`src/card_port_pkg.sv`:
```
package card_port_pkg;
	// interface modes, decoded from the ata_sel_n pin and io_configured
	typedef enum logic [1:0]
	{
		MODE_MEMORY = 2'h0,
		MODE_IO = 2'h1,
		MODE_IDE = 2'h2
	} card_mode_t;

	typedef enum logic [1:0]
	{
		RST_IDLE = 2'h0,
		RST_BUSY = 2'h1,
		RST_DONE = 2'h2
	} reset_state_t;

	// synchroniser depth for pin inputs
	localparam int SYNC_STAGES = 3;
	// time the reset processing takes, in ns
	localparam int RESET_WORK_NS = 2000;
	localparam int CLK_PERIOD_NS = 25;
	localparam int RESET_WORK_CYCLES = (RESET_WORK_NS + CLK_PERIOD_NS - 1) / CLK_PERIOD_NS;
	localparam int BUSY_CNT_W = 16;
	// cycles one pulse-mode interrupt holds the line low
	localparam int IRQ_PULSE_CYCLES = 4;
	localparam int PULSE_CNT_W = 4;
endpackage : card_port_pkg

```
`src/pin_sync_if.sv`:
```
interface pin_sync_if #(parameter int WIDTH = 10);
	logic [WIDTH-1:0] raw;
	logic [WIDTH-1:0] level;
	logic [WIDTH-1:0] rise;
	logic [WIDTH-1:0] fall;
	modport owner (output raw, input level, rise, fall);
	modport sync (input raw, output level, rise, fall);
endinterface : pin_sync_if

```
`src/pin_sync.sv`:
```
module pin_sync #(
	parameter int WIDTH = 10
) (
	input wire logic ref_clk,
	input wire logic rst,
	pin_sync_if.sync pins
);
	import card_port_pkg::*;

	logic [WIDTH-1:0] s1_r;
	logic [WIDTH-1:0] s2_r;
	logic [WIDTH-1:0] s3_r;
	logic [WIDTH-1:0] level_r;

	// a change counts only when stages two and three agree
	always_ff @(posedge ref_clk)
	begin
		s1_r <= pins.raw;
		s2_r <= s1_r;
		s3_r <= s2_r;
	end

	genvar i;
	generate
		for (i = 0; i < WIDTH; i++)
		begin : g_bit
			always_ff @(posedge ref_clk)
			begin
				if (rst)
					level_r[i] <= 1'b1;
				else if (s2_r[i] == s3_r[i])
					level_r[i] <= s3_r[i];
			end
			assign pins.rise[i] = (s2_r[i] == s3_r[i]) && s3_r[i] && !level_r[i];
			assign pins.fall[i] = (s2_r[i] == s3_r[i]) && !s3_r[i] && level_r[i];
		end
	endgenerate

	assign pins.level = level_r;
endmodule : pin_sync

```
`src/card_host_strobe_control.sv`:
```
module card_host_strobe_control #(
	parameter int RESET_CYCLES = card_port_pkg::RESET_WORK_CYCLES
) (
	input wire logic ref_clk,
	input wire logic rst,
	input wire logic io_wr_n,
	input wire logic oe_n,
	input wire logic we_n,
	input wire logic attr_sel_n,
	input wire logic ata_sel_n,
	input wire logic dma_ack,
	input wire logic burst_stop,
	input wire logic card_reset,
	input wire logic io_configured,
	input wire logic irq_level_mode,
	input wire logic irq_event,
	input wire logic soft_reset,
	input wire logic dma_want,
	input wire logic udma_active,
	input wire logic core_busy,
	output card_port_pkg::card_mode_t mode,
	output logic io_write_latch,
	output logic cfg_write_latch,
	output logic read_drive_en,
	output logic attr_space,
	output logic burst_end,
	output logic ready,
	output logic irq_n,
	output logic intrq,
	output logic dma_req,
	output logic dev_reset
);
	import card_port_pkg::*;

	// ==============================
	// pin synchronisers
	// ==============================
	localparam int B_IOWR = 0;
	localparam int B_OE = 1;
	localparam int B_WE = 2;
	localparam int B_REG = 3;
	localparam int B_ATA = 4;
	localparam int B_ACK = 5;
	localparam int B_STOP = 6;
	localparam int B_RST = 7;
	localparam int NPINS = 8;

	pin_sync_if #(.WIDTH(NPINS)) pins ();
	assign pins.raw = {card_reset, burst_stop, dma_ack, ata_sel_n,
		attr_sel_n, we_n, oe_n, io_wr_n};

	pin_sync #(.WIDTH(NPINS)) u_sync (
		.ref_clk(ref_clk),
		.rst(rst),
		.pins(pins)
	);

	card_mode_t mode_nxt;
	always_comb
	begin
		if (!pins.level[B_ATA])
			mode_nxt = MODE_IDE;
		else if (io_configured)
			mode_nxt = MODE_IO;
		else
			mode_nxt = MODE_MEMORY;
	end

	always_ff @(posedge ref_clk)
	begin
		if (rst)
			mode <= MODE_MEMORY;
		else
			mode <= mode_nxt;
	end

	// ==============================
	// reset sequencing
	// ==============================
	reset_state_t rst_state_r;
	logic [BUSY_CNT_W-1:0] busy_cnt_r;
	logic pin_reset;
	logic pin_seen_low_r;
	logic start_reset;

	// in memory and I/O mode pin reset only counts after the pin has been low once, so a pin
	// held high from power-up gives just the power-up reset
	always_comb
	begin
		if (mode == MODE_IDE)
			pin_reset = !pins.level[B_RST];
		else
			pin_reset = pins.level[B_RST] && pin_seen_low_r;
	end

	always_ff @(posedge ref_clk)
	begin
		if (rst)
			pin_seen_low_r <= 1'b0;
		else if (!pins.level[B_RST])
			pin_seen_low_r <= 1'b1;
	end

	assign start_reset = pin_reset || soft_reset;

	always_ff @(posedge ref_clk)
	begin
		if (rst)
		begin
			rst_state_r <= RST_BUSY;
			busy_cnt_r <= '0;
		end
		else if (start_reset)
		begin
			rst_state_r <= RST_BUSY;
			busy_cnt_r <= '0;
		end
		else
		begin
			unique case (rst_state_r)
				RST_IDLE: rst_state_r <= RST_BUSY;
				RST_BUSY:
				begin
					if (busy_cnt_r == BUSY_CNT_W'(RESET_CYCLES - 1))
						rst_state_r <= RST_DONE;
					else
						busy_cnt_r <= busy_cnt_r + 1'b1;
				end
				RST_DONE: rst_state_r <= RST_DONE;
				default: rst_state_r <= RST_BUSY;
			endcase
		end
	end

	always_ff @(posedge ref_clk)
	begin
		if (rst)
			dev_reset <= 1'b1;
		else
			dev_reset <= start_reset || (rst_state_r != RST_DONE);
	end

	// ==============================
	// ready and strobes
	// ==============================
	logic running;
	assign running = (rst_state_r == RST_DONE) && !start_reset;

	always_ff @(posedge ref_clk)
	begin
		if (rst)
			ready <= 1'b0;
		else
			ready <= running && !core_busy;
	end

	always_ff @(posedge ref_clk)
	begin
		if (rst)
		begin
			io_write_latch <= 1'b0;
			cfg_write_latch <= 1'b0;
			read_drive_en <= 1'b0;
			attr_space <= 1'b0;
		end
		else
		begin
			// rising edge of the write strobe ends the cycle: latch then
			io_write_latch <= running && (mode != MODE_MEMORY) && pins.rise[B_IOWR];
			cfg_write_latch <= running && (mode != MODE_IDE) && pins.rise[B_WE];
			attr_space <= !pins.level[B_REG];
			unique case (mode)
				MODE_MEMORY: read_drive_en <= running && !pins.level[B_OE];
				// oe only reaches attribute space (CIS, config) in I/O mode
				MODE_IO: read_drive_en <= running && !pins.level[B_OE]
					&& !pins.level[B_REG];
				default: read_drive_en <= 1'b0;
			endcase
		end
	end

	// ==============================
	// ultra DMA and DMA request
	// ==============================
	always_ff @(posedge ref_clk)
	begin
		if (rst)
		begin
			burst_end <= 1'b0;
			dma_req <= 1'b0;
		end
		else
		begin
			burst_end <= udma_active && (mode == MODE_IDE) && pins.rise[B_STOP];
			dma_req <= running && (mode == MODE_IDE) && dma_want;
		end
	end

	// ==============================
	// interrupts
	// ==============================
	logic [PULSE_CNT_W-1:0] pulse_cnt_r;
	logic irq_pend;

	always_ff @(posedge ref_clk)
	begin
		if (rst || !running)
			pulse_cnt_r <= '0;
		else if (irq_event && !irq_level_mode)
			pulse_cnt_r <= PULSE_CNT_W'(IRQ_PULSE_CYCLES);
		else if (pulse_cnt_r != '0)
			pulse_cnt_r <= pulse_cnt_r - 1'b1;
	end

	assign irq_pend = irq_level_mode ? irq_event : (pulse_cnt_r != '0);

	always_ff @(posedge ref_clk)
	begin
		if (rst)
		begin
			irq_n <= 1'b1;
			intrq <= 1'b0;
		end
		else
		begin
			irq_n <= !(running && mode == MODE_IO && irq_pend);
			intrq <= running && mode == MODE_IDE && irq_event;
		end
	end
endmodule : card_host_strobe_control

```
`config.mk`:
```
export PLATFORM = sky130hd
export DESIGN_NAME = card_host_strobe_control
export DESIGN_NICKNAME = d
export VERILOG_FILES = /design/src/card_port_pkg.sv /design/src/pin_sync_if.sv /design/src/pin_sync.sv /design/src/card_host_strobe_control.sv
export SDC_FILE = /design/constraint.sdc
export NUM_CORES = 1
export LEC_CHECK = 0
export ABC_CLOCK_PERIOD_IN_PS = 2800
export BUFFER_PORTS_ARGS = -buffer_cell sky130_fd_sc_hd__buf_2
export CAP_MARGIN = 20
export CORE_ASPECT_RATIO = 2
export CORE_MARGIN = 2
export CORE_UTILIZATION = 50
export CTS_CLUSTER_SIZE = 10
export DETAILED_ROUTE_END_ITERATION = 16
export GPL_TIMING_DRIVEN = 0
export PLACE_DENSITY_LB_ADDON = 0.25
export SLEW_MARGIN = 25
export SYNTH_ARGS = -nofsm -noshare
export SYNTH_HDL_FRONTEND = slang
export SYNTH_SLANG_ARGS = --single-unit
export TNS_END_PERCENT = 30
```
`constraint.sdc`:
```
create_clock -name ref_clk -period 2.8 [get_ports ref_clk]
set_clock_uncertainty 0.15 [all_clocks]
set_input_delay 0.14 -clock ref_clk [delete_from_list [all_inputs] [get_ports ref_clk]]
set_output_delay 0.14 -clock ref_clk [all_outputs]
set_load 0.02 [all_outputs]
```
Word level (Yosys, flattened, before mapping)
Cells that the tools add are included.

storage, ports and cells
  flip-flop bits (word level) = 66
  bits in latches = 0
  bits in writable memories = 0
  ROM bits = 0
  bits of input ports = 17
  memories kept = 0

operators by class
  $add $sub $neg = 2
  multiply operators = 0
  divide/modulo/power cells = 0
  order comparisons = 0
  eq/ne operators = 15
  shifts and indexed selects = 0
  muxes and demuxes = 9
  bitwise operators = 2
  reduce and logical (&&, ||, !) cells = 45

operators with widths
  kind                   count
  $logic_and 1x1->1      23
  $add 16x1->16 const B  1
  $eq 16x7->1 const B    1
  $logic_not 1->1        11
  $eq 1x1->1             7
  $mux 3                 2
  $ne 2x2->1 const B     3
  $reduce_or 2->1        3
  $eq 2x1->1 const B     2
  $eq 2x2->1 const B     2
  $mux 2                 2
  $pmux 2 s2             1
  $reduce_bool 2->1      2
  $reduce_bool 4->1      1
  $sub 4x1->4 const B    1
  $logic_or 1x1->1       3
  $mux 1                 3
  $logic_not 2->1        1
  $not 1->1              2
  $pmux 1 s2             1
  $reduce_and 2->1       1

Logic depth before layout (Yosys ltp)
Gate-level depths: netlist of run 1.

  depth after elaboration = 8
  mapped depth = 7
  gate-level depth less buffers = 6

Cells and area by module
Synthesis of run 1 repeated with hierarchy kept, for this count alone.

second synthesis, totals
  cells, all modules = 259
  area, all modules = 2610.0 um^2

by module, submodules not included
  module                    instances  cells each  area each (um^2)  seq. area each (um^2)
  card_host_strobe_control  1          162         1472.7            700.7
  pin_sync                  1          97          1137.3            640.6

Worst setup path after synthesis of run 1
Ideal clock, no wire load.

  path type = flip-flop to flip-flop
  from = reg mode[0]
  to = reg irq_n
  arrival = 1.714 ns
  path slack = 0.802 ns
  stages on the path, launching flop included = 5
  clock period less this slack = 1.998 ns
  path through = dfxtp_1 nand2b_2 a2111oi_4 nand2_4 or4b_1

on the way
  word-level cells in the longest chain between the ends = 8
  elaborated cells on any way between the ends = 9
  those cells by class = eq/ne (2); mux (1); reduce/logical (6)

RTL lines
  what                                 line                             source
  start: declaration                   card_host_strobe_control.sv:21   output card_port_pkg::card_mode_t mode,
  start signal: assignment             card_host_strobe_control.sv:74   mode <= mode_nxt;
  $eq 2x2->1                           card_host_strobe_control.sv:90   if (mode == MODE_IDE)
  $mux 1                               card_host_strobe_control.sv:90
  $logic_or 1x1->1                     card_host_strobe_control.sv:104  assign start_reset = pin_reset || soft_reset;
  $logic_not 1->1                      card_host_strobe_control.sv:147  assign running = (rst_state_r == RST_DONE) && !start_reset;
  $logic_and 1x1->1                    card_host_strobe_control.sv:147
  $logic_and 1x1->1 (*) (2 in series)  card_host_strobe_control.sv:226  irq_n <= !(running && mode == MODE_IO && irq_pend);
  $logic_not 1->1 (*)                  card_host_strobe_control.sv:226
  end signal: assignment               card_host_strobe_control.sv:226
  end: declaration                     card_host_strobe_control.sv:28   output logic irq_n,

Every way passes the cells marked *; elsewhere a longest branch is shown, timed or not.
A chain may end at the register's enable or synchronous reset.

Worst setup path in the final report of run 1
  from = reg busy_cnt_r[0]
  to = reg busy_cnt_r[15]

on the way
  word-level cells in the longest chain between the ends = 3
  elaborated cells on any way between the ends = 4
  those cells by class = add/sub (1); eq/ne (1); bitwise (1); reduce/logical (1)

RTL lines
  what                                                                   line                             source
  start: declaration                                                     card_host_strobe_control.sv:81   logic [BUSY_CNT_W-1:0] busy_cnt_r;
  start signal: assignment                                               card_host_strobe_control.sv:127  busy_cnt_r <= busy_cnt_r + 1'b1;
  parallel branches: the longest is 3 deep, another holds $add 16x1->16  --

Several ways; the timed one is not identified.

==> results.py, run 1 <==
metrics = {
    "grt": {
        "grt_max_degree": 12,
        "antenna_found_initial": 0,
        "grt_pass1_vias": 1717,
        "grt.total_usage_pct": 19.67,
        "grt_pass1_wl_mm": 7.258,
        "overflow": 0,
    },
    "yosys": {
        "async_reset_ff_share_pct": 0,
        "syn_inst": 220,
        "ys_seq_area_share_pct": 56.09,
        "synth-seq-cells": 63,
        "synth_edf_count": 0,
        "synth_ff_type": "dfxtp_1",
        "ys_types": 41,
        "ys_warn_count": 0,
        "synth_area_um2": 2248,
        "synth_area_per_cell_um2": 10.22,
        "synth_nets": 244,
    },
    "floorplan": {
        "core_area_um2": 4339,
        "fp-row-count": 34,
        "die_y_um": 98.84,
        "ios": 29,
        "start_util_pct": 51.82,
        "die_area_um2": 5082,
        "die_x_um": 51.42,
    },
    "setup_path": {
        "cp_max_fo": 10,
        "arrival_ns": 2.26,
        "start_kind": "flip-flop",
        "cp.required_ns": 2.86,
        "critPathKind": "flip-flop to flip-flop",
        "crit_path_end_kind": "flip-flop",
    },
    "hold_path": {
        "worst_hold_path_type": "input pin to flip-flop",
    },
    "timing": {
        "final_min_period_over_clock_period_pct": 78.78,
        "holdWs_ns": 0.01268,
        "layout_min_cycle_time_ns": 2.206,
        "tightest_slew_ns": 0.6282,
        "relSlewSlack_pct": 58.12,
        "slew_violations": 0,
        "rsz0062_at_grt": "false",
        "hold_viol_final": 0,
        "tns_ns": 0,
        "clock.fmax_ghz": 0.4533,
        "setup_viol": 0,
    },
    "cts": {
        "cts_max_path_buffers": 2,
        "clk_latency_ns": 0.34,
        "cts.sinks": 63,
        "hold_buffers": 13,
        "cts-root-buf": "clkbuf_8",
        "cts_post_setup_buffers_inserted": 0,
        "cts.clk_slew.worst_paths_ns": 0.07,
        "cts_tree": "yes",
        "cts_buffers": 9,
        "htree_levels": 3,
        "cts_resized": 0,
    },
    "power": {
        "ir_drop_mv": 0.5558,
        "finalPower_w": 0.001823,
        "power-per-cell-area_nw_per_um2": 653.3,
        "p_leak_nw": 1.121,
    },
    "cells_and_area": {
        "syn_to_final_growth_pct": 24.10,
        "drive_gt1_share_pct": 17.39,
        "antenna_cells": 0,
        "final_cell_count_no_fill": 330,
        "final_util_pct": 64.30,
        "nets": 295,
        "fillers": 412,
    },
    "flow_run": {
        "cap_violations": 0,
    },
    "routing": {
        "drt-initial-drc-count": 43,
        "vias": 1792,
        "antenna_left": 0,
        "via_per_inst": 5.430,
        "wl_per_cell_um": 13.14,
        "wirelength_mm": 4.336,
        "drt_first_pass_iters": 4,
        "route.detailed.drc": 0,
    },
    "placement": {
        "hpwl_mm": 3.007,
        "place.gp.congestion": 0.8558,
        "place_inst": 301,
        "io_buffers": 27,
    },
    "outcome": {
        "status": "finished clean",
    },
}
[layout make-up]
type                            instances  area [um^2]  area share, %
Clock buffer                           12        155.1          5.561
Clock inverter                          4        53.80          1.928
Tap cell                               54        67.56          2.422
Multi-Input combinational cell        141        927.1          33.23
Inverter                               12        45.04          1.614
Sequential cell                        63         1261          45.20
Buffer                                  4        15.01         0.5381
Timing Repair Buffer                   40        265.3          9.507
[worst max-delay path: stages (launching register included)]
cell	delay, ns
dfxtp_1	0.35
ha_1	0.27
nor3b_1	0.18
a41oi_1	0.43
clkbuf_1	0.44
a21bo_2	0.21
a21oi_1	0.05
[registers in the layout (all words and copies together), names as in the netlist, 2 cells and up]
name               cells
u_sync.s2_r            7
u_sync.pins.level      7
busy_cnt_r            16
u_sync.s1_r            7
mode                   2
pulse_cnt_r            4
u_sync.s3_r            7
rst_state_r            2
[power breakdown]
group          internal (W)  total [W]  leakage (nW)  switching, W
Sequential         0.000925   0.000942         0.518     0.0000168
Clock              0.000461   0.000803        0.0988      0.000343
Combinational     0.0000417  0.0000773         0.504     0.0000356
[kinds of logic (layout without fill, tap and decap cells)]
group	Yosys count	after routing	share of synthesized area (%)
multiplexers	1	1	0.4452
AO/OA/AOI/OAI	36	36	11.63
XOR/XNOR	7	7	2.727
flip-flops	63	63	56.09
AND/OR/NAND/NOR	90	90	22.54
adder cells (fa/ha/maj)	7	7	3.895
buffers and inverters	16	72	2.671
[Yosys cell counts, types with 2 or more instances]
cell type	number	area (um^2)
xor2_1	3	26.28
nand3b_1	3	22.52
inv_1	12	45.04
nand4_1	11	68.82
nor2_1	21	78.83
and2_1	2	12.51
a21oi_1	13	65.06
o21ai_0	5	25.02
clkbuf_1	4	15.01
o21bai_1	4	30.03
nor3_1	7	35.03
dfxtp_1	63	1261
a211o_1	6	52.55
ha_1	7	87.58
or3_1	2	12.51
and3_1	2	12.51
nor4_1	4	25.02
nor2b_1	3	18.77
xnor2_1	4	35.03
nor4b_1	2	17.52
nor3b_1	2	15.01
nand2_1	13	48.80
nand3_1	5	25.02
and4_1	5	43.79
[metal layers]
metal / part of all wire, % / track usage [%] / routed length (um)
met2: 55 / 34.22 / 2368
met5: 0 / 0 / 0
met4: 3.3 / 12.55 / 142
met3: 4.6 / 7.273 / 201
met1: 37 / 18.40 / 1624
[cell usage in the layout, fill, tap and decap left out, drive strengths merged, types with 11 or more instances in the layout]
cell / instances
nor2: 21
nand2: 14
buf: 27
dlygate4sd3: 13
dfxtp: 63
nand4: 11
inv: 12
a21oi: 13
clkbuf: 16
[final timing paths]
path | from | endpoint | slack [ns] | cells past startpoint
worst max-delay path | busy_cnt_r[0] | busy_cnt_r[15] | 0.59 | 6
worst min-delay path | soft_reset | dev_reset | 0.01 | 3
worst max register to register | busy_cnt_r[0] | busy_cnt_r[15] | 0.59 | 6
worst min register to register | u_sync.s1_r[2] | u_sync.s2_r[2] | 0.18 | 0
[through the flow]
step	setup slack, ns	instance area, um^2
global placement	0.6074	2451
floorplan	0.8022	2248
finish	0.5940	2790
CTS	0.5778	2790
global route	0.3820	2790
detailed placement	0.5896	2451
No activity file was read; power rests on OpenSTA's default activity.
==> run 2: changes to the inputs <==
Settings changed: ABC_CLOCK_PERIOD_IN_PS 2800 to 2100.
Clock period 2.8 ns to 2.1 ns, I/O delays scaled along.
==> results.py, run 2 (synthesized netlist as in run 1, its figures left out) <==
metrics = {
    "timing": {
        "slew_violations": 0,
        "tns_ns": 0,
        "holdWs_ns": 0.07187,
        "tightest_slew_ns": 0.4562,
        "clock.fmax_ghz": 0.5069,
        "relSlewSlack_pct": 69.31,
        "final_min_period_over_clock_period_pct": 93.94,
        "hold_viol_final": 0,
        "layout_min_cycle_time_ns": 1.973,
        "setup_viol": 0,
    },
    "setup_path": {
        "start_kind": "flip-flop",
        "r2r_end": "irq_n",
        "critPathKind": "flip-flop to flip-flop",
        "worst_path_max_delay_cell": "or4b_1",
        "cpLargestDelayFamily": "simple AND/OR/NAND/NOR gates",
        "arrival_ns": 2.04,
        "ff2ff_setup_slack_ns": 0.13,
        "worst-r2r-cell-count": 4,
        "cp_cell_sequence": "nand2b_2 -> a2111oi_4 -> nand2_4 -> or4b_1",
        "cp_max_fo": 9,
        "cp.required_ns": 2.17,
        "crit_path_end_kind": "flip-flop",
        "cpPeakStageDelay_ns": 0.47,
        "crit_buf_inv": 0,
        "rr_startpoint": "mode[0]",
    },
    "cts": {
        "clk_latency_ns": 0.34,
        "cts.sinks": 63,
        "cts_max_path_buffers": 2,
        "cts-root-buf": "clkbuf_8",
        "cts_tree": "yes",
        "cts_buffers": 9,
        "htree_levels": 3,
        "cts.clk_slew.worst_paths_ns": 0.07,
    },
    "cells_and_area": {
        "final_cell_count_no_fill": 333,
        "antenna_cells": 0,
        "finalInstanceArea_um2": 2846,
        "nets": 298,
        "mostFrequentLayoutCells": "dfxtp_1, buf_2, nor2_1",
        "final_common_cell": "dfxtp_1",
        "syn_to_final_growth_pct": 26.60,
        "largest_register_ffs": 16,
        "drive_gt1_share_pct": 19.71,
        "top_register": "busy_cnt_r",
    },
    "routing": {
        "wirelength_mm": 4.521,
        "antenna_left": 0,
        "route.detailed.drc": 0,
        "via_per_inst": 5.423,
        "wl_per_cell_um": 13.58,
        "vias": 1806,
        "drt_first_pass_iters": 4,
        "drt-initial-drc-count": 40,
    },
    "grt": {
        "use_met1_pct": 18.52,
        "antenna_found_initial": 0,
        "grt_max_degree": 12,
        "overflow": 0,
        "grtUsageMet2_pct": 35.31,
        "grt_pass1_wl_mm": 7.417,
        "busiest_layer": "met2",
        "grt.total_usage_pct": 20.10,
        "use_met3_pct": 7.273,
        "grt_pass1_vias": 1760,
    },
    "floorplan": {
        "start_util_pct": 51.82,
        "ios": 29,
        "die_area_um2": 5082,
        "die_y_um": 98.84,
        "die_x_um": 51.42,
        "core_area_um2": 4339,
        "fp-row-count": 34,
    },
    "power": {
        "power.share.combinational_pct": 4.5,
        "p_int_w": 0.001908,
        "netSwitchingFraction_pct": 21.84,
        "p_switching_w": 0.0005333,
        "ir_drop_mv": 0.7465,
        "p_leak_nw": 1.150,
        "power-per-cell-area_nw_per_um2": 857.8,
        "pwr-share-clk_pct": 44.1,
        "pwr-share-seq_pct": 51.4,
    },
    "placement": {
        "hpwl_mm": 3.007,
        "place_area_um2": 2451,
        "place_inst": 301,
        "io_buffers": 27,
        "place.gp.congestion": 0.8558,
    },
    "hold_path": {
        "holdPathStages": 3,
        "hp-start": "irq_level_mode",
        "min_to": "irq_n",
        "worst_hold_path_type": "input pin to flip-flop",
    },
    "outcome": {
        "status": "finished clean",
    },
    "flow_run": {
        "cap_violations": 0,
    },
}
==> run 2: cell types whose count changed in the layout (fill, tap and decap cells not counted), moves of 2 or more <==
| cell | before | now |
|---|---|---|
| nor3b_2 | 0 | 2 |
| clkbuf_1 | 5 | 3 |
| nor3b_1 | 2 | 0 |
| dlygate4sd3_1 | 13 | 15 |
==> run 2: routing by layer <==
layer  vias up  part of all wire (%)
met2        38                    55
met1       860                    37
li1        892                     -
met4         0                   3.5
met5         -                     0
met3        16                   4.5
==> run 2: stage by stage <==
| stage | util [%] | worst slack, ns | power (W) |
|---|---|---|---|
| 5_1_grt | 65.60 | -0.004381 | 0.002544 |
| 2_1_floorplan | - | 0.1022 | 0.001330 |
| 6_report | 65.60 | 0.1272 | 0.002442 |
| 3_5_place_dp | 56.49 | -0.1104 | 0.001368 |
| 4_1_cts | 65.05 | 0.02145 | 0.002461 |
| 3_3_place_gp | 56.49 | -0.09260 | 0.001363 |
==> run 2: power groups by stage <==
| stage | combinational, W | sequential, W | clock (W) |
|---|---|---|---|
| global placement | 0.0000818 | 0.00128 | 0 |
| CTS | 0.000110 | 0.00126 | 0.00110 |
| global route | 0.000122 | 0.00126 | 0.00116 |
| finish | 0.000109 | 0.00126 | 0.00108 |
| detailed placement | 0.0000853 | 0.00128 | 0 |
| floorplan | 0.0000493 | 0.00128 | 0 |
==> run 2: worst reg2reg max path, delay by kind of cell, from the launching register on <==
kind,cells,cell delay (ns)
flip-flops,1,0.36
AND/OR/NAND/NOR,3,0.91
AO/OA/AOI/OAI,1,0.43
==> run 2: area by class of cell <==
| class | count | area [um^2] |
|---|---|---|
| buffer | 4 | 20.02 |
| clock buffer | 12 | 155.1 |
| clock inverter | 4 | 53.80 |
| fill | 400 | 1493 |
| inverter | 12 | 45.04 |
| multi-input combinational | 141 | 950.9 |
| sequential | 63 | 1261 |
| tap | 54 | 67.56 |
| timing repair buffer | 43 | 292.8 |
==> run 2: worst max-delay path by stage <==
stage                  startpoint  cells past startpoint             end  slack (ns)
detailed placement        mode[0]                      4           irq_n       -0.11
global placement    busy_cnt_r[0]                      6  busy_cnt_r[15]       -0.09
global route        busy_cnt_r[0]                      6  busy_cnt_r[15]      -0.004
CTS                 busy_cnt_r[0]                      6  busy_cnt_r[15]        0.02
finish                    mode[0]                      4           irq_n        0.13
floorplan                 mode[0]                      4           irq_n        0.10
==> run 2: what timing repair did <==
item,4_1_cts,5_1_grt
setup endpoints to repair,16,16
endpoints found under the hold margin,15,0
hold buffers,15,0
buffers inserted,1,0
gates resized for setup,3,4
pin swaps,1,1
